**src/ddr_guard_pkg.sv**
```systemverilog
// Shared timing constants, command set and pin encodings for the DDR command guard
package ddr_guard_pkg;

  // System clock period in picoseconds (50 MHz)
  localparam int CLK_PERIOD_PS = 20000;
  // System clock cycles per memory clock CK (CK is clk divided by two)
  localparam int CK_DIV = 2;

  // Least time in ns to whole clk cycles, rounded up, never below one
  function automatic int min_cyc(input int t_ns);
    int c;
    c = (t_ns * 1000 + CLK_PERIOD_PS - 1) / CLK_PERIOD_PS;
    return (c < 1) ? 1 : c;
  endfunction

  // Device timing figures as printed
  localparam int TRCD_NS = 15;
  localparam int TRRD_NS = 10;
  localparam int TRFC_NS = 70;
  localparam int TMRD_NS = 10;
  localparam int TXSNR_NS = 75;
  localparam int TRAS_MIN_NS = 40;
  localparam int TRAS_MAX_NS = 70000;
  localparam int TRP_NS = 15;
  localparam int TRC_NS = 55;
  localparam int TWR_NS = 15;
  localparam real TREFI_US = 7.8;
  localparam int TWTR_CK = 2;
  localparam int TXSRD_CK = 200;
  localparam int TDLL_CK = 200;
  localparam int REF_MAX_OWED = 8;

  // Derived counts in clk cycles
  localparam int TRCD_CYC = min_cyc(TRCD_NS);
  localparam int TRRD_CYC = min_cyc(TRRD_NS);
  localparam int TRFC_CYC = min_cyc(TRFC_NS);
  localparam int TMRD_CYC = min_cyc(TMRD_NS);
  localparam int TXSNR_CYC = min_cyc(TXSNR_NS);
  localparam int TRAS_MIN_CYC = min_cyc(TRAS_MIN_NS);
  localparam int TRP_CYC = min_cyc(TRP_NS);
  localparam int TRC_CYC = min_cyc(TRC_NS);
  localparam int TWR_CYC = min_cyc(TWR_NS);
  // Longest times round down
  localparam int TRAS_MAX_CYC = (TRAS_MAX_NS * 1000) / CLK_PERIOD_PS;
  localparam int TREFI_CYC = $rtoi(TREFI_US * 1.0e6 / CLK_PERIOD_PS + 1.0e-6);
  localparam int TWTR_CYC = TWTR_CK * CK_DIV;
  localparam int TXSRD_CYC = TXSRD_CK * CK_DIV;
  localparam int TDLL_CYC = TDLL_CK * CK_DIV;
  // Forced close this many cycles before the open-row limit
  localparam int RAS_MAX_MARGIN = 16;

  // Address bit positions
  localparam int AP_BIT = 10;
  localparam int DLL_RST_BIT = 8;

  // Requested operations
  typedef enum logic [3:0] {
    OP_NOP, OP_ACT, OP_RD, OP_WR, OP_PRE, OP_REF, OP_MRS, OP_SRE, OP_SRX
  } ddr_op_t;

  // Pin codes {cs_n, ras_n, cas_n, we_n}
  localparam logic [3:0] PIN_NOP = 4'h7;
  localparam logic [3:0] PIN_ACT = 4'h3;
  localparam logic [3:0] PIN_RD = 4'h5;
  localparam logic [3:0] PIN_WR = 4'h4;
  localparam logic [3:0] PIN_PRE = 4'h2;
  localparam logic [3:0] PIN_REF = 4'h1;
  localparam logic [3:0] PIN_MRS = 4'h0;

  // Operation to pin code; self refresh entry is a refresh with CKE low
  function automatic logic [3:0] pin_code(input ddr_op_t op);
    case (op)
      OP_ACT: return PIN_ACT;
      OP_RD: return PIN_RD;
      OP_WR: return PIN_WR;
      OP_PRE: return PIN_PRE;
      OP_REF, OP_SRE: return PIN_REF;
      OP_MRS: return PIN_MRS;
      default: return PIN_NOP;
    endcase
  endfunction

endpackage

```
**src/cycle_timer_bank.sv**
```systemverilog
// A bank of independent down-counting interval timers
`timescale 1ns/1ps
module cycle_timer_bank #(
  parameter int N = 8,
  parameter int W = 12
) (
  input wire logic clk,
  input wire logic sys_rst,
  input wire logic [N-1:0] load,
  input wire logic [N*W-1:0] load_val,
  output logic [N-1:0] expired
);

  // One counter per lane, idle at zero
  logic [W-1:0] count_reg [N];

  genvar i;
  for (i = 0; i < N; i++) begin : g_lane
    // Expired while the lane has run down
    assign expired[i] = (count_reg[i] == '0);

    // Load wins over the count-down
    always_ff @(posedge clk or posedge sys_rst) begin
      if (sys_rst) begin
        count_reg[i] <= '0;
      end else if (load[i]) begin
        count_reg[i] <= load_val[i*W +: W];
      end else if (count_reg[i] != '0) begin
        count_reg[i] <= count_reg[i] - 1'b1;
      end
    end
  end

endmodule // cycle_timer_bank

```
**src/ddr_cmd_timing_guard.sv**
```systemverilog
// Host-side command sequencer that spaces DDR commands to the device timing
`timescale 1ns/1ps
module ddr_cmd_timing_guard #(
  parameter int BL = 4,
  parameter int TRAS_MAX_CYC = ddr_guard_pkg::TRAS_MAX_CYC
) (
  input wire logic clk,
  input wire logic sys_rst,
  input wire logic cmd_valid,
  input wire ddr_guard_pkg::ddr_op_t cmd_op,
  input wire logic [1:0] cmd_bank,
  input wire logic [12:0] cmd_addr,
  input wire logic cmd_auto_pre,
  output logic cmd_done,
  output logic [3:0] ref_owed,
  output logic in_self_refresh,
  output logic ck_p,
  output logic ck_n,
  output logic cke,
  output logic cs_n,
  output logic ras_n,
  output logic cas_n,
  output logic we_n,
  output logic [1:0] ba,
  output logic [12:0] addr
);

  // Burst and write-data spans in clk cycles (write latency one CK)
  localparam int BURST_CYC = (BL / 2) * ddr_guard_pkg::CK_DIV;
  localparam int WR_DATA_CYC = ddr_guard_pkg::CK_DIV + BURST_CYC;
  localparam int WTR_GAP_CYC = WR_DATA_CYC + ddr_guard_pkg::TWTR_CYC;
  localparam int OLD_ROW_CYC = TRAS_MAX_CYC - ddr_guard_pkg::RAS_MAX_MARGIN;
  // Timer lane indices
  localparam int T_RRD = 0;
  localparam int T_RFC = 1;
  localparam int T_MRD = 2;
  localparam int T_XSNR = 3;
  localparam int T_XSRD = 4;
  localparam int T_DLL = 5;
  localparam int T_WTR = 6;
  localparam int T_REFI = 7;

  // Larger of two counts
  function automatic logic [11:0] max12(input logic [11:0] a, input logic [11:0] b);
    return (a > b) ? a : b;
  endfunction

  // Lowest set bit of a bank vector
  function automatic logic [1:0] first_bank(input logic [3:0] v);
    return v[0] ? 2'h0 : v[1] ? 2'h1 : v[2] ? 2'h2 : 2'h3;
  endfunction

  // Clock divider and pin registers
  logic ck_reg, ck_n_reg, cke_reg;
  logic [3:0] pins_reg;
  logic [1:0] ba_reg;
  logic [12:0] addr_reg;
  logic done_reg, in_sr_reg;
  logic [3:0] owed_reg, owed_next;
  // Per-bank state: open flag and remaining delays
  logic [3:0] open_reg;
  logic [11:0] rcd_reg [4];
  logic [11:0] ras_reg [4];
  logic [11:0] rdy_reg [4];
  logic [11:0] age_reg [4];
  // Shared interval timers
  logic [7:0] tmr_load, tmr_exp;
  logic [95:0] tmr_val;

  // Per-bank flags
  logic [3:0] rcd_zero, ras_zero, rdy_zero, old_row;
  genvar g;
  for (g = 0; g < 4; g++) begin : g_flag
    assign rcd_zero[g] = (rcd_reg[g] == 12'h000);
    assign ras_zero[g] = (ras_reg[g] == 12'h000);
    assign rdy_zero[g] = (rdy_reg[g] == 12'h000);
    assign old_row[g] = open_reg[g] && (age_reg[g] >= 12'(OLD_ROW_CYC));
  end

  // Commands leave on the edge where CK falls, so the device samples mid-slot
  wire slot = ck_reg;
  wire all_closed = (open_reg == 4'h0);
  wire all_ready = (rdy_zero == 4'hF);
  wire common_ok = tmr_exp[T_MRD] && tmr_exp[T_XSNR] && !in_sr_reg;
  wire bank_open = open_reg[cmd_bank];
  wire quiet_ok = common_ok && all_closed && all_ready;
  wire urgent = (owed_reg >= 4'(ddr_guard_pkg::REF_MAX_OWED - 1));

  // Legality of the presented request
  wire act_ok = common_ok && !bank_open && rdy_zero[cmd_bank]
    && tmr_exp[T_RRD] && tmr_exp[T_RFC];
  wire rd_ok = common_ok && bank_open && rcd_zero[cmd_bank]
    && tmr_exp[T_WTR] && tmr_exp[T_XSRD] && tmr_exp[T_DLL];
  wire wr_ok = common_ok && bank_open && rcd_zero[cmd_bank];
  wire pre_ok = common_ok && bank_open && ras_zero[cmd_bank];
  wire ref_ok = quiet_ok && tmr_exp[T_RFC];
  wire user_legal =
    (cmd_op == ddr_guard_pkg::OP_ACT) ? act_ok :
    (cmd_op == ddr_guard_pkg::OP_RD) ? rd_ok :
    (cmd_op == ddr_guard_pkg::OP_WR) ? wr_ok :
    (cmd_op == ddr_guard_pkg::OP_PRE) ? pre_ok :
    (cmd_op == ddr_guard_pkg::OP_REF || cmd_op == ddr_guard_pkg::OP_SRE) ? ref_ok :
    (cmd_op == ddr_guard_pkg::OP_MRS) ? quiet_ok :
    (cmd_op == ddr_guard_pkg::OP_SRX) ? in_sr_reg : 1'b0;

  // Own closes for aged rows or a refresh backlog, then own refresh
  wire [3:0] want_pre = (old_row | (open_reg & {4{urgent}})) & ras_zero;
  wire force_pre = slot && (want_pre != 4'h0) && common_ok;
  wire force_ref = slot && !force_pre && urgent && ref_ok;
  // User blocked while a refresh is overdue or a row is aged out
  wire user_go = slot && !force_pre && !force_ref && !urgent && cmd_valid && user_legal;
  wire issue = force_pre || force_ref || user_go;
  wire ddr_guard_pkg::ddr_op_t sel_op = force_pre ? ddr_guard_pkg::OP_PRE :
    force_ref ? ddr_guard_pkg::OP_REF : cmd_op;
  wire [1:0] sel_bank = force_pre ? first_bank(want_pre) : cmd_bank;
  wire sel_ap = user_go && cmd_auto_pre &&
    (cmd_op == ddr_guard_pkg::OP_RD || cmd_op == ddr_guard_pkg::OP_WR);
  // Bit 10 is the close flag only for column and close commands; a row address keeps it
  wire [12:0] ap_mask = 13'h0001 << ddr_guard_pkg::AP_BIT;
  wire addr_flag = (cmd_op == ddr_guard_pkg::OP_RD) || (cmd_op == ddr_guard_pkg::OP_WR)
    || (cmd_op == ddr_guard_pkg::OP_PRE);
  wire [12:0] user_addr = sel_ap ? (cmd_addr | ap_mask) :
    addr_flag ? (cmd_addr & ~ap_mask) : cmd_addr;
  wire [12:0] sel_addr = user_go ? user_addr : 13'h0000;
  wire is_op_act = issue && (sel_op == ddr_guard_pkg::OP_ACT);
  wire is_op_rd = issue && (sel_op == ddr_guard_pkg::OP_RD);
  wire is_op_wr = issue && (sel_op == ddr_guard_pkg::OP_WR);
  wire is_op_ref = issue && (sel_op == ddr_guard_pkg::OP_REF);
  wire is_op_mrs = issue && (sel_op == ddr_guard_pkg::OP_MRS);
  wire is_op_srx = issue && (sel_op == ddr_guard_pkg::OP_SRX);
  wire dll_reset = is_op_mrs && (sel_bank == 2'h0) && sel_addr[ddr_guard_pkg::DLL_RST_BIT];

  // Idle time after a column command with auto close
  wire [11:0] ras_left = ras_reg[sel_bank];
  wire [11:0] ap_rd_wait = max12(12'(BURST_CYC), ras_left)
    + 12'(ddr_guard_pkg::TRP_CYC - 1);
  wire [11:0] ap_wr_wait = max12(12'(WR_DATA_CYC + ddr_guard_pkg::TWR_CYC), ras_left)
    + 12'(ddr_guard_pkg::TRP_CYC - 1);

  // Timer reloads; counts load one short so the spacing lands exactly
  assign tmr_val = {12'(ddr_guard_pkg::TREFI_CYC - 1), 12'(WTR_GAP_CYC - 1),
    12'(ddr_guard_pkg::TDLL_CYC - 1), 12'(ddr_guard_pkg::TXSRD_CYC - 1),
    12'(ddr_guard_pkg::TXSNR_CYC - 1), 12'(ddr_guard_pkg::TMRD_CYC - 1),
    12'(ddr_guard_pkg::TRFC_CYC - 1), 12'(ddr_guard_pkg::TRRD_CYC - 1)};
  assign tmr_load = {tmr_exp[T_REFI] || is_op_srx, is_op_wr, dll_reset, is_op_srx,
    is_op_srx, is_op_mrs, is_op_ref, is_op_act};

  cycle_timer_bank #(.N(8), .W(12)) u_timers (
    .clk(clk),
    .sys_rst(sys_rst),
    .load(tmr_load),
    .load_val(tmr_val),
    .expired(tmr_exp)
  );

  // Refresh debt: one per interval, one repaid per refresh, none in self refresh
  wire refi_tick = tmr_exp[T_REFI] && !in_sr_reg;
  assign owed_next = is_op_srx ? 4'h0 :
    (refi_tick && !is_op_ref && owed_reg != 4'(ddr_guard_pkg::REF_MAX_OWED)) ? owed_reg + 4'h1 :
    (!refi_tick && is_op_ref && owed_reg != 4'h0) ? owed_reg - 4'h1 : owed_reg;

  // Divider, pins and status; pins hold a whole CK period
  always_ff @(posedge clk or posedge sys_rst) begin
    if (sys_rst) begin
      ck_reg <= 1'b0;
      ck_n_reg <= 1'b1;
      cke_reg <= 1'b1;
      pins_reg <= ddr_guard_pkg::PIN_NOP;
      ba_reg <= 2'h0;
      addr_reg <= 13'h0000;
      done_reg <= 1'b0;
      in_sr_reg <= 1'b0;
      owed_reg <= 4'h0;
    end else begin
      ck_reg <= ~ck_reg;
      ck_n_reg <= ck_reg;
      done_reg <= user_go;
      owed_reg <= owed_next;
      if (slot) begin
        pins_reg <= issue ? ddr_guard_pkg::pin_code(sel_op) : ddr_guard_pkg::PIN_NOP;
        ba_reg <= sel_bank;
        addr_reg <= sel_addr;
      end
      // Self refresh entry drops CKE, exit raises it with a NOP
      if (issue && sel_op == ddr_guard_pkg::OP_SRE) begin
        cke_reg <= 1'b0;
        in_sr_reg <= 1'b1;
      end else if (is_op_srx) begin
        cke_reg <= 1'b1;
        in_sr_reg <= 1'b0;
      end
    end
  end

  // Per-bank row state and delays
  always_ff @(posedge clk or posedge sys_rst) begin
    if (sys_rst) begin
      open_reg <= 4'h0;
      for (int b = 0; b < 4; b++) begin
        rcd_reg[b] <= 12'h000;
        ras_reg[b] <= 12'h000;
        rdy_reg[b] <= 12'h000;
        age_reg[b] <= 12'h000;
      end
    end else begin
      for (int b = 0; b < 4; b++) begin
        // Default: run down, and age the open row
        if (!rcd_zero[b]) rcd_reg[b] <= rcd_reg[b] - 12'h001;
        if (!ras_zero[b]) ras_reg[b] <= ras_reg[b] - 12'h001;
        if (!rdy_zero[b]) rdy_reg[b] <= rdy_reg[b] - 12'h001;
        if (open_reg[b]) age_reg[b] <= age_reg[b] + 12'h001;
        if (issue && sel_bank == 2'(b)) begin
          case (sel_op)
            ddr_guard_pkg::OP_ACT: begin
              open_reg[b] <= 1'b1;
              rcd_reg[b] <= 12'(ddr_guard_pkg::TRCD_CYC - 1);
              ras_reg[b] <= 12'(ddr_guard_pkg::TRAS_MIN_CYC - 1);
              rdy_reg[b] <= 12'(ddr_guard_pkg::TRC_CYC - 1);
              age_reg[b] <= 12'h000;
            end
            ddr_guard_pkg::OP_PRE: begin
              open_reg[b] <= 1'b0;
              rdy_reg[b] <= max12(rdy_reg[b], 12'(ddr_guard_pkg::TRP_CYC - 1));
            end
            ddr_guard_pkg::OP_RD: begin
              if (sel_ap) begin
                open_reg[b] <= 1'b0;
                rdy_reg[b] <= max12(rdy_reg[b], ap_rd_wait);
              end
            end
            ddr_guard_pkg::OP_WR: begin
              if (sel_ap) begin
                open_reg[b] <= 1'b0;
                rdy_reg[b] <= max12(rdy_reg[b], ap_wr_wait);
              end
            end
            default: begin
            end
          endcase
        end
      end
    end
  end

  assign cmd_done = done_reg;
  assign ref_owed = owed_reg;
  assign in_self_refresh = in_sr_reg;
  assign ck_p = ck_reg;
  assign ck_n = ck_n_reg;
  assign cke = cke_reg;
  assign {cs_n, ras_n, cas_n, we_n} = pins_reg;
  assign ba = ba_reg;
  assign addr = addr_reg;

  // Checking aids: clk cycles since each event, saturating
  logic [11:0] act_age [4];
  logic [11:0] any_act_age, ref_age, mrs_age, srx_age, wr_age, dll_age;
  always_ff @(posedge clk or posedge sys_rst) begin
    if (sys_rst) begin
      for (int b = 0; b < 4; b++) act_age[b] <= 12'hFFF;
      any_act_age <= 12'hFFF;
      ref_age <= 12'hFFF;
      mrs_age <= 12'hFFF;
      srx_age <= 12'hFFF;
      wr_age <= 12'hFFF;
      dll_age <= 12'hFFF;
    end else begin
      for (int b = 0; b < 4; b++)
        act_age[b] <= (is_op_act && sel_bank == 2'(b)) ? 12'h001 : act_age[b] + 12'(act_age[b] != 12'hFFF);
      any_act_age <= is_op_act ? 12'h001 : any_act_age + 12'(any_act_age != 12'hFFF);
      ref_age <= is_op_ref ? 12'h001 : ref_age + 12'(ref_age != 12'hFFF);
      mrs_age <= is_op_mrs ? 12'h001 : mrs_age + 12'(mrs_age != 12'hFFF);
      srx_age <= is_op_srx ? 12'h001 : srx_age + 12'(srx_age != 12'hFFF);
      wr_age <= is_op_wr ? 12'h001 : wr_age + 12'(wr_age != 12'hFFF);
      dll_age <= dll_reset ? 12'h001 : dll_age + 12'(dll_age != 12'hFFF);
    end
  end
endmodule // ddr_cmd_timing_guard

```
**config.mk**
```make
export PLATFORM = sky130hd
export DESIGN_NAME = ddr_cmd_timing_guard
export DESIGN_NICKNAME = d
export VERILOG_FILES = /design/src/ddr_guard_pkg.sv /design/src/cycle_timer_bank.sv /design/src/ddr_cmd_timing_guard.sv
export SDC_FILE = /design/constraint.sdc
export NUM_CORES = 1
export LEC_CHECK = 0
export ABC_AREA = 1
export BUFFER_PORTS_ARGS = -buffer_cell sky130_fd_sc_hd__buf_4
export CAP_MARGIN = 15
export CELL_PAD_IN_SITES_DETAIL_PLACEMENT = 1
export CELL_PAD_IN_SITES_GLOBAL_PLACEMENT = 2
export CORE_MARGIN = 1
export CORE_UTILIZATION = 34
export CTS_CLUSTER_DIAMETER = 200
export CTS_CLUSTER_SIZE = 40
export DETAILED_ROUTE_END_ITERATION = 6
export PLACE_DENSITY = 0.75
export REMOVE_ABC_BUFFERS = 1
export SLEW_MARGIN = 40
export SYNTH_ARGS = -nofsm -noshare
export SYNTH_HDL_FRONTEND = slang
export SYNTH_SLANG_ARGS = --single-unit
```
**constraint.sdc**
```tcl
create_clock -name clk -period 12.7 [get_ports clk]
set_clock_uncertainty 0.05 [all_clocks]
set_input_delay 3.81 -clock clk [delete_from_list [all_inputs] [get_ports clk]]
set_output_delay 3.81 -clock clk [all_outputs]
set_load 0.05 [all_outputs]
```
==> out/metrics.csv, run 1 <==
stage;metric;value;unit
logic_synthesis;synth-adder-area-share;7.69;%
global_route;antenna_found_initial;0;
clock_tree;cts.htree.levels;1;
placed_design;gp_congestion;0.901;
timing;rsz0062_at_grt;no;
cells_and_area;syn_to_final_growth;8.15;%
setup_path;cp.buffers_inverters;5;
cells_and_area;largest_reg_flops;96;
pwr;switching_share;43.5;%
routing;ant_nets;0;
global_route;first_global_vias;19100;
logic_synthesis;async_reset_ff_share;100;%
setup_path;critPathLaunchType;input port;
global_route;grt_max_degree;108;
routing;drt_pass1_iterations;5;
setup_path;cp.arrival;7.83;ns
clock_tree;cts_tree;done;
cells_and_area;drive_above_1_share;7.70;%
pwr;clkPwrFrac;15.1;%
logic_synthesis;synth_simple_gate_area_share;30.8;%
timing;worst_slew_pin_slew;0.873;ns
logic_synthesis;synth_compound_area_share;9.77;%
logic_synthesis;avgSynthCellArea;7.53;µm²
min_path;min_path_type;flop to flop;
setup_path;critPathSlowestCell;nor2_2;
global_route;grtUsageTotal;21.9;%
clock_tree;cts_resized;0;
setup_path;critPathMaxFanout;12;
cells_and_area;n_fill_cell;7467;
routing;wl;67.1;mm
logic_synthesis;synth_cell_types;65;
routing;dr_total_vias;18700;
floorplan;num_io_pins;51;
clock_tree;clockRootBuffer;clkbuf_16;
logic_synthesis;synth_top_family_by_area;simple AND/OR/NAND/NOR gates;
pwr;p_leak;11.0;nW
routing;via_per_inst;5.20;
clock_tree;cts_sinks;319;
outcome;status;finished, final reports clean;
routing;drc;0;
global_route;overflow;0;
pwr;sequentialPowerShare;46.5;%
setup_path;critical-path-top-delay-family;simple AND/OR/NAND/NOR gates;
setup_path;critPathRequiredTime;13.14;ns
placed_design;dpl.cell_count;3568;
floorplan;die_area;0.0621;mm²
setup_path;slowest_delay;0.41;ns
floorplan;fp.dieW;249;µm
logic_synthesis;ys_seq_area_share;38.5;%
setup_path;crit_type;input port to flop;
logic_synthesis;synth_edf_count;0;
pwr;power;3.66;mW
timing;fin_ws;5.31;ns
routing;drtIter0Drc;934;
timing;hold_slack;0.432;ns
timing;post-route-period-util;58.2;%
clock_tree;clk_path_buf_depth;3;
logic_synthesis;synth-seq-cells;319;
placed_design;dp_worst_setup_slack;4.89;ns
timing;finalSetupTns;0;ns
logic_synthesis;synth_warnings;0;
floorplan;die_h;249;µm
floorplan;core_area;0.0604;mm²
clock_tree;numCtsBuffers;12;
logic_synthesis;synth.cell_area;0.0208;mm²
logic_synthesis;synthFlopType;dfrtp_1;
routing;wl_per_cell;18.7;µm
setup_path;cp-end-kind;flop;
logic_synthesis;synth_mux_area_share;0;%
global_route;grt_pass1_wl;109;mm
clock_tree;post-cts-setup-buffers;0;
floorplan;start_util;34.4;%
job;maxCapViolations;0;
timing;finalHoldViolCount;0;
setup_path;crit_top_cell;nand2_1;
pwr;p_int;2.07;mW
timing;setup_viol;0;
timing;slew_viol_final;0;
timing;slew_headroom;41.2;%
cells_and_area;final_nets;2950;
clock_tree;path_clk_slew;0.15;ns
pwr;ir_drop;0.0000885;V
floorplan;rows;90;
logic_synthesis;synth-xor-area-share;6.12;%
logic_synthesis;syn_inst;2757;
cells_and_area;final_cells;3586;
cells_and_area;sequential_cell_area;0.00799;mm²
pwr;pwr-share-comb;38.3;%
timing;fin_crit;7.39;ns
placed_design;hpwl;51.7;mm
clock_tree;cts_hold_buf;0;
clock_tree;clock_latency;0.56;ns
cells_and_area;diodes;0;
timing;fmax;135;MHz
cells_and_area;multi_input_area;0.0113;mm²
pwr;p_switching;1.59;mW
placed_design;port_buffers;49;
pwr;power_density;163;mW/mm²
-- metrics by stage --
step                instance area (µm²)  utilization [%]
CTS                               22500             37.2
global placement                  22000             36.5
global route                      22500             37.2
finish                            22500             37.2
floorplan                         20600                -
detailed placement                22100             36.6
-- per-layer routing --
layer / share of wire, % / vias up / global-route usage, %
li1: - / 9041 / -
met1: 49 / 9274 / 31.5
met2: 45 / 281 / 35.6
met3: 3.6 / 66 / 1.90
met4: 2.0 / 0 / 4.53
met5: 0 / - / 0
-- placed cells by master, fill, tap and decap left out, drive strengths merged, types with 59 or more instances in the layout --
cell type,count
a21oi,123
buf,59
dfrtp,314
ha,126
inv,346
nand2,644
nand3,181
nor2,449
nor3,87
o21ai,94
xor2,104
-- worst reg2reg max path, delay by kind of cell (launching register included) --
kind            cells  cell delay [ns]
simple gates       20             3.41
compound gates      6             1.32
flops               1             0.55
fa+ha+maj           1             0.32
buf+inv             2             0.13
-- cells in the mapped netlist, types with 29 or more instances --
| library cell | number | area share, % |
|---|---|---|
| nor3_1 | 81 | 2.0 |
| nand4_1 | 33 | 0.99 |
| inv_2 | 29 | 0.52 |
| inv_1 | 316 | 5.7 |
| nand3_1 | 169 | 4.1 |
| dfrtp_1 | 314 | 38 |
| o21ai_0 | 81 | 2.0 |
| nand2_1 | 614 | 11 |
| a21oi_1 | 120 | 2.9 |
| a211oi_1 | 32 | 1.2 |
| ha_1 | 126 | 7.6 |
| nor2_1 | 412 | 7.4 |
| xor2_1 | 104 | 4.4 |
| xnor2_1 | 41 | 1.7 |
-- worst paths after layout --
kind,from,end,slack [ns],cells past startpoint
worst max-delay path,cmd_bank[0],rdy_reg[3],5.31,25
worst min-delay path,u_timers.count_reg[83],u_timers.count_reg[83],0.43,1
worst max register to register,ref_owed[1],rdy_reg[3],6.86,29
worst min register to register,u_timers.count_reg[83],u_timers.count_reg[83],0.43,1
max in group asynchronous,sys_rst,rdy_reg[44],7.58,5
min in group asynchronous,sys_rst,u_timers.count_reg[1],3.18,2
-- area by class of cell --
cell class                      count  share of cell area, %
Clock buffer                       16                   1.50
Sequential cell                   319                   35.6
Timing Repair Buffer               59                   2.13
Tap cell                          782                   4.36
Clock inverter                      2                  0.206
Multi-Input combinational cell   2060                   50.3
Inverter                          348                   5.91
-- power by group through the flow --
stage               clock network (mW)  logic [mW]  registers, mW
finish                           0.554        1.40           1.70
detailed placement                   0        1.40           1.72
floorplan                            0        1.07           1.59
global route                     0.610        1.64           1.75
CTS                              0.584        1.41           1.70
global placement                     0        1.33           1.71
-- logic make-up after synthesis --
logic type,count (synthesis)
and+or+nand+nor,1446
buffers and inverters,378
AOI/OAI and AO/OA,341
DFF,319
xor gates and xnor gates,145
adders and majority gates,127
other,1
Power figures use the tool's default switching activity.
==> run 2: changes to the inputs <==
==> constraint.sdc (replaced) <==
create_clock -name clk -period 6.64 [get_ports clk]
set_clock_uncertainty 0.05 [all_clocks]
set_input_delay 1.992 -clock clk [delete_from_list [all_inputs] [get_ports clk]]
set_output_delay 1.992 -clock clk [all_outputs]
set_load 0.05 [all_outputs]
==> out/metrics.csv, run 2 (synthesis gave the netlist of run 1 again) <==
stage;metric;value;unit
outcome;status;finished, final reports clean;
clock_tree;cts_hold_buf;0;
global_route;overflow;0;
clock_tree;cts_resized;0;
setup_path;critPathLaunchType;flop;
floorplan;num_io_pins;51;
setup_path;crit_start;ref_owed[1];
cells_and_area;multi_input_area;0.0113;mm²
setup_path;crit_type;flop to flop;
timing;slew_viol_final;0;
timing;worst_slew_pin_slew;0.820;ns
clock_tree;post-cts-setup-buffers;0;
cells_and_area;final_nets;2958;
timing;hold_slack;0.438;ns
routing;drc;0;
placed_design;dpl.cell_count;3576;
clock_tree;path_clk_slew;0.15;ns
setup_path;critPathMaxFanout;12;
placed_design;port_buffers;49;
cells_and_area;finish.utilization;37.3;%
global_route;grtUsageTotal;22.4;%
job;maxCapViolations;0;
placed_design;dp_worst_setup_slack;0.643;ns
routing;ant_nets;0;
floorplan;core_area;0.0604;mm²
setup_path;crit_path_end;rdy_reg[40];
timing;rsz0062_at_grt;no;
timing;finalHoldViolCount;0;
global_route;grt_pass1_wl;111;mm
pwr;ir_drop;0.000158;V
global_route;antenna_found_initial;1;
cells_and_area;syn_to_final_growth;8.37;%
setup_path;slowest_delay;0.51;ns
placed_design;hpwl;52.7;mm
min_path;min_path_type;flop to flop;
cells_and_area;layout_commonest_cell;nand2_1;
floorplan;start_util;34.4;%
cells_and_area;sequential_cell_area;0.00799;mm²
floorplan;fp.dieW;249;µm
floorplan;die_area;0.0621;mm²
clock_tree;clock_latency;0.57;ns
routing;wl_per_cell;19.1;µm
timing;setup_viol;0;
clock_tree;numCtsBuffers;12;
floorplan;die_h;249;µm
routing;drtIter0Drc;1053;
clock_tree;clk_path_buf_depth;3;
setup_path;cp-end-kind;flop;
routing;wl;68.8;mm
setup_path;critPathSlowestCell;dfrtp_1;
global_route;first_global_vias;19400;
pwr;power_density;313;mW/mm²
setup_path;reg2reg_slack;0.87;ns
timing;slew_headroom;44.7;%
clock_tree;cts_tree;done;
pwr;p_leak;11.0;nW
routing;via_per_inst;5.22;
cells_and_area;n_fill_cell;7422;
setup_path;r2r-start;ref_owed[1];
routing;drt_pass1_iterations;5;
timing;fmax;173;MHz
setup_path;rr_worst_depth;32;
clock_tree;clockRootBuffer;clkbuf_16;
timing;fin_crit;5.77;ns
cells_and_area;diodes;0;
cells_and_area;drive_above_1_share;8.00;%
placed_design;gp_congestion;0.912;
cells_and_area;final_cells;3595;
clock_tree;cts.htree.levels;1;
setup_path;r2r-end;rdy_reg[40];
timing;fin_ws;0.866;ns
floorplan;rows;90;
global_route;grt_max_degree;109;
setup_path;critPathRequiredTime;7.06;ns
setup_path;cp.arrival;6.19;ns
setup_path;crit_top_cell;nand2_1;
timing;post-route-period-util;87.0;%
clock_tree;cts_sinks;319;
cells_and_area;final_cell_mix;nand2_1 (614), nor2_1 (410), inv_1 (314), dfrtp_1 (314), nand3_1 (169);
placed_design;dpl_cell_area;0.0221;mm²
cells_and_area;largest_reg_flops;96;
cells_and_area;finalInstanceArea;0.0225;mm²
routing;dr_total_vias;18800;
==> run 2: stage by stage <==
step            TNS, ns  power, mW
2_1_floorplan  -1334.06       5.09
3_3_place_gp          0       5.86
3_5_place_dp          0       5.99
4_1_cts               0       7.12
5_1_grt               0       7.68
6_report              0       7.05
==> run 2: area by class of cell <==
| type | count | share of cell area, % |
|---|---|---|
| clock buffers | 16 | 1.50 |
| clock inverters | 3 | 0.211 |
| inverters | 348 | 5.87 |
| multi-input cells | 2060 | 50.2 |
| flip-flops and latches | 319 | 35.5 |
| well taps | 782 | 4.35 |
| repair buffers | 67 | 2.35 |
==> run 2: how the worst min path moves through the flow <==
| stage | from | to | slack [ns] | cells past startpoint |
|---|---|---|---|---|
| after CTS | u_timers.count_reg[71] | u_timers.count_reg[71] | 0.44 | 1 |
| after global placement | u_timers.count_reg[71] | u_timers.count_reg[71] | 0.41 | 1 |
| after global routing | u_timers.count_reg[83] | u_timers.count_reg[83] | 0.46 | 1 |
| after floorplan | u_timers.count_reg[71] | u_timers.count_reg[71] | 0.39 | 1 |
| final | u_timers.count_reg[71] | u_timers.count_reg[71] | 0.44 | 1 |
| after detailed placement | u_timers.count_reg[71] | u_timers.count_reg[71] | 0.41 | 1 |
==> run 2: layer usage <==
| metal | up-vias | routed length (µm) | GRT usage (%) | part of all wire, % |
|---|---|---|---|---|
| li1 | 9055 | - | - | - |
| met1 | 9286 | 33700 | 32.1 | 49 |
| met2 | 340 | 30500 | 35.6 | 44 |
| met3 | 80 | 2800 | 2.66 | 4.1 |
| met4 | 2 | 1850 | 5.91 | 2.7 |
| met5 | - | 8 | 0 | 0.012 |
==> run 2: worst max-delay path, delay by kind of cell (launching register included) <==
family,cells,cell delay (ns)
adders and majority gates,1,0.34
and+or+nand+nor,22,3.18
buffers and inverters,5,0.80
DFF,1,0.51
AOI/OAI and AO/OA,4,0.80
==> run 2: where the power goes <==
part | leakage, nW | total, mW | switching [mW] | internal, mW
clock network | 0.186 | 1.08 | 0.702 | 0.381
registers | 3.71 | 3.27 | 0.788 | 2.49
logic | 7.13 | 2.69 | 1.59 | 1.10
==> run 3: changes to the inputs <==
--- a/config.mk
+++ b/config.mk
@@ -5,17 +5,15 @@
 export SDC_FILE = /design/constraint.sdc
 export NUM_CORES = 1
 export LEC_CHECK = 0
-export ABC_AREA = 1
 export BUFFER_PORTS_ARGS = -buffer_cell sky130_fd_sc_hd__buf_4
-export CAP_MARGIN = 15
 export CELL_PAD_IN_SITES_DETAIL_PLACEMENT = 1
 export CELL_PAD_IN_SITES_GLOBAL_PLACEMENT = 2
 export CORE_MARGIN = 1
-export CORE_UTILIZATION = 34
+export CORE_UTILIZATION = 36
 export CTS_CLUSTER_DIAMETER = 200
 export CTS_CLUSTER_SIZE = 40
 export DETAILED_ROUTE_END_ITERATION = 6
-export PLACE_DENSITY = 0.75
+export PLACE_DENSITY = 0.74
 export REMOVE_ABC_BUFFERS = 1
 export SLEW_MARGIN = 40
 export SYNTH_ARGS = -nofsm -noshare
==> out/metrics.csv, run 3 <==
stage;metric;value;unit
outcome;status;finished, final reports clean;
floorplan;rows;86;
timing;fmax;156;MHz
pwr;clkPwrFrac;14.9;%
routing;drtIter0Drc;1175;
pwr;p_int;3.75;mW
logic_synthesis;syn_inst;2295;
clock_tree;numCtsBuffers;11;
cells_and_area;drive_above_1_share;10.2;%
pwr;power_density;282;mW/mm²
floorplan;fp.dieW;240;µm
floorplan;num_io_pins;51;
cells_and_area;syn_to_final_growth;9.99;%
logic_synthesis;synth_cell_types;93;
min_path;min_to;u_timers.count_reg[77];
min_path;min_delay_path_depth;1;
timing;rsz0062_at_grt;yes;
logic_synthesis;synth_top_cells_by_count;nor2_1 (349), dfrtp_1 (314), nand2_1 (178);
pwr;switching_share;40.6;%
min_path;min_path_type;flop to flop;
cells_and_area;finalInstanceArea;0.0223;mm²
timing;setup_viol;0;
global_route;antenna_found_initial;1;
pwr;p_leak;9.07;nW
floorplan;die_area;0.0574;mm²
cells_and_area;final_cell_mix;nor2_1 (348), dfrtp_1 (314), nand2_1 (177);
logic_synthesis;synth.cell_area;0.0203;mm²
setup_path;rr_worst_depth;26;
timing;finalHoldViolCount;0;
clock_tree;path_clk_slew;0.16;ns
placed_design;dpl.cell_count;3099;
setup_path;cp-end-kind;flop;
cells_and_area;largest_reg_flops;96;
logic_synthesis;ys_seq_area_share;39.3;%
routing;via_per_inst;5.69;
timing;fin_crit;6.42;ns
min_path;hp-start;u_timers.count_reg[77];
logic_synthesis;async_reset_ff_share;100;%
logic_synthesis;avgSynthCellArea;8.85;µm²
setup_path;critPathSlowestCell;or4_4;
setup_path;reg2reg_slack;0.22;ns
global_route;grt_pass1_wl;106;mm
pwr;sequentialPowerShare;51.0;%
setup_path;slowest_delay;0.65;ns
placed_design;dpl_cell_area;0.0219;mm²
logic_synthesis;synth_warnings;0;
global_route;grtUsageTotal;23.6;%
timing;post-route-period-util;96.7;%
setup_path;r2r-end;rdy_reg[13];
logic_synthesis;synth_edf_count;0;
setup_path;critPathLaunchType;flop;
cells_and_area;final_cells;3121;
clock_tree;clk_path_buf_depth;3;
setup_path;critPathRequiredTime;6.99;ns
global_route;grt_max_degree;111;
global_route;overflow;0;
clock_tree;cts_sinks;319;
routing;ant_nets;0;
routing;drt_pass1_iterations;6;
placed_design;port_buffers;49;
routing;drc;0;
setup_path;r2r-start;u_timers.count_reg[48];
routing;dr_total_vias;17800;
timing;slew_viol_final;0;
logic_synthesis;synthFlopType;dfrtp_1;
clock_tree;clock_latency;0.55;ns
setup_path;critPathMaxFanout;12;
clock_tree;clockRootBuffer;clkbuf_16;
routing;wl_per_cell;21.4;µm
logic_synthesis;yosysMostFrequentCell;nor2_1;
floorplan;start_util;36.7;%
placed_design;gp_congestion;0.993;
logic_synthesis;synth_top_cell_area_share;38.7;%
pwr;pwr-share-comb;34.1;%
cells_and_area;final_nets;2519;
job;maxCapViolations;0;
timing;slew_headroom;43.7;%
placed_design;hpwl;50.4;mm
timing;worst_slew_pin_slew;0.837;ns
routing;wl;66.7;mm
logic_synthesis;ys_top_cells_by_area;dfrtp_1 (39%), ha_1 (7.8%), nor2_1 (6.4%);
setup_path;cp.arrival;6.77;ns
floorplan;core_area;0.0554;mm²
logic_synthesis;synth-seq-cells;319;
pwr;ir_drop;0.000172;V
logic_synthesis;synth_top_cell_by_area;dfrtp_1;
pwr;p_switching;2.56;mW
global_route;first_global_vias;18400;
cells_and_area;layout_commonest_cell;nor2_1;
clock_tree;cts.htree.levels;1;
floorplan;die_h;240;µm
clock_tree;cts_tree;done;
clock_tree;cts_hold_buf;0;
setup_path;crit_type;flop to flop;
## run 3: cell types whose count changed after synthesis, moves of 30 or more
cell      change
nand2_1     -436
inv_1       -245
nand3_1      -96
nor2_1       -63
xnor2_1      +55
clkbuf_1     +40
nor3_1       +39
nor4_1       +39
or3_1        +32
mux2i_1      +30
## run 3: critical path: cells and delay by family, from the launching register on
kind | cells | cell delay, ns
compound gates | 13 | 2.13
fa+ha+maj | 2 | 0.43
buf+inv | 4 | 0.58
flops | 1 | 0.41
simple gates | 7 | 2.67
## run 3: cell type report
| cell class | count | area [µm²] |
|---|---|---|
| Antenna cell | 2 | 5.00 |
| Inverter | 72 | 283 |
| Multi-Input combinational cell | 1830 | 11800 |
| Timing Repair Buffer | 135 | 1040 |
| Fill cell | 6501 | 33100 |
| Tap cell | 748 | 936 |
| Clock buffer | 15 | 290 |
| Sequential cell | 319 | 7990 |
## run 3: cells by family after synthesis
family          Yosys count  synth area share, %
compound gates          419                 13.4
other cells               1               0.0185
flops                   319                 39.3
xor+xnor                173                 7.46
fa+ha+maj               127                 7.86
mux                      45                 2.49
simple gates           1065                 26.2
buf+inv                 146                 3.30
## run 3: power by group through the flow
| stage | logic [mW] | registers [mW] | clock network, mW |
|---|---|---|---|
| floorplan | 1.60 | 2.99 | 0 |
| global placement | 2.01 | 3.22 | 0 |
| detailed placement | 2.13 | 3.24 | 0 |
| CTS | 2.14 | 3.20 | 1.00 |
| global route | 2.46 | 3.30 | 1.04 |
| finish | 2.15 | 3.22 | 0.938 |
## run 3: routing by layer
layer  track usage, %  part of all wire (%)  vias to the layer above  routed length [µm]
met3             2.88                   4.2                       94                2830
met4             7.40                   3.3                        0                2200
li1                 -                     -                     8354                   -
met2             39.4                    46                      331               31000
met5                0                     0                        -                   0
met1             31.8                    46                     8978               30700
## run 3: how the worst max path moves through the flow
| stage | from | slack, ns | cells past startpoint | end |
|---|---|---|---|---|
| floorplan | sys_rst | -4.22 | 1 | addr[0] |
| global placement | u_timers.count_reg[48] | 0.24 | 25 | rdy_reg[13] |
| detailed placement | u_timers.count_reg[48] | 0.05 | 25 | rdy_reg[13] |
| CTS | u_timers.count_reg[48] | 0.08 | 25 | rdy_reg[13] |
| global route | u_timers.count_reg[48] | -0.06 | 26 | rdy_reg[13] |
| finish | u_timers.count_reg[48] | 0.22 | 26 | rdy_reg[13] |
## run 3: what timing repair did
action / in CTS / in global routing
pin swaps: 0 / 6
setup buffers: 0 / 5
resized for setup: 1 / 21
cloned: 0 / 0
endpoints found under the setup margin: 1 / 45
## run 3: stage by stage
step / power [mW] / setup TNS, ns / setup slack [ns] / hold WS [ns] / util (%)
floorplan: 4.58 / -1334.58 / -4.22 / 0.393 / -
global placement: 5.22 / 0 / 0.243 / 0.411 / 39.5
detailed placement: 5.37 / 0 / 0.0489 / 0.410 / 39.5
CTS: 6.34 / 0 / 0.0758 / 0.433 / 40.0
global route: 6.81 / -0.0587 / -0.0587 / 0.459 / 40.3
finish: 6.31 / 0 / 0.220 / 0.432 / 40.3
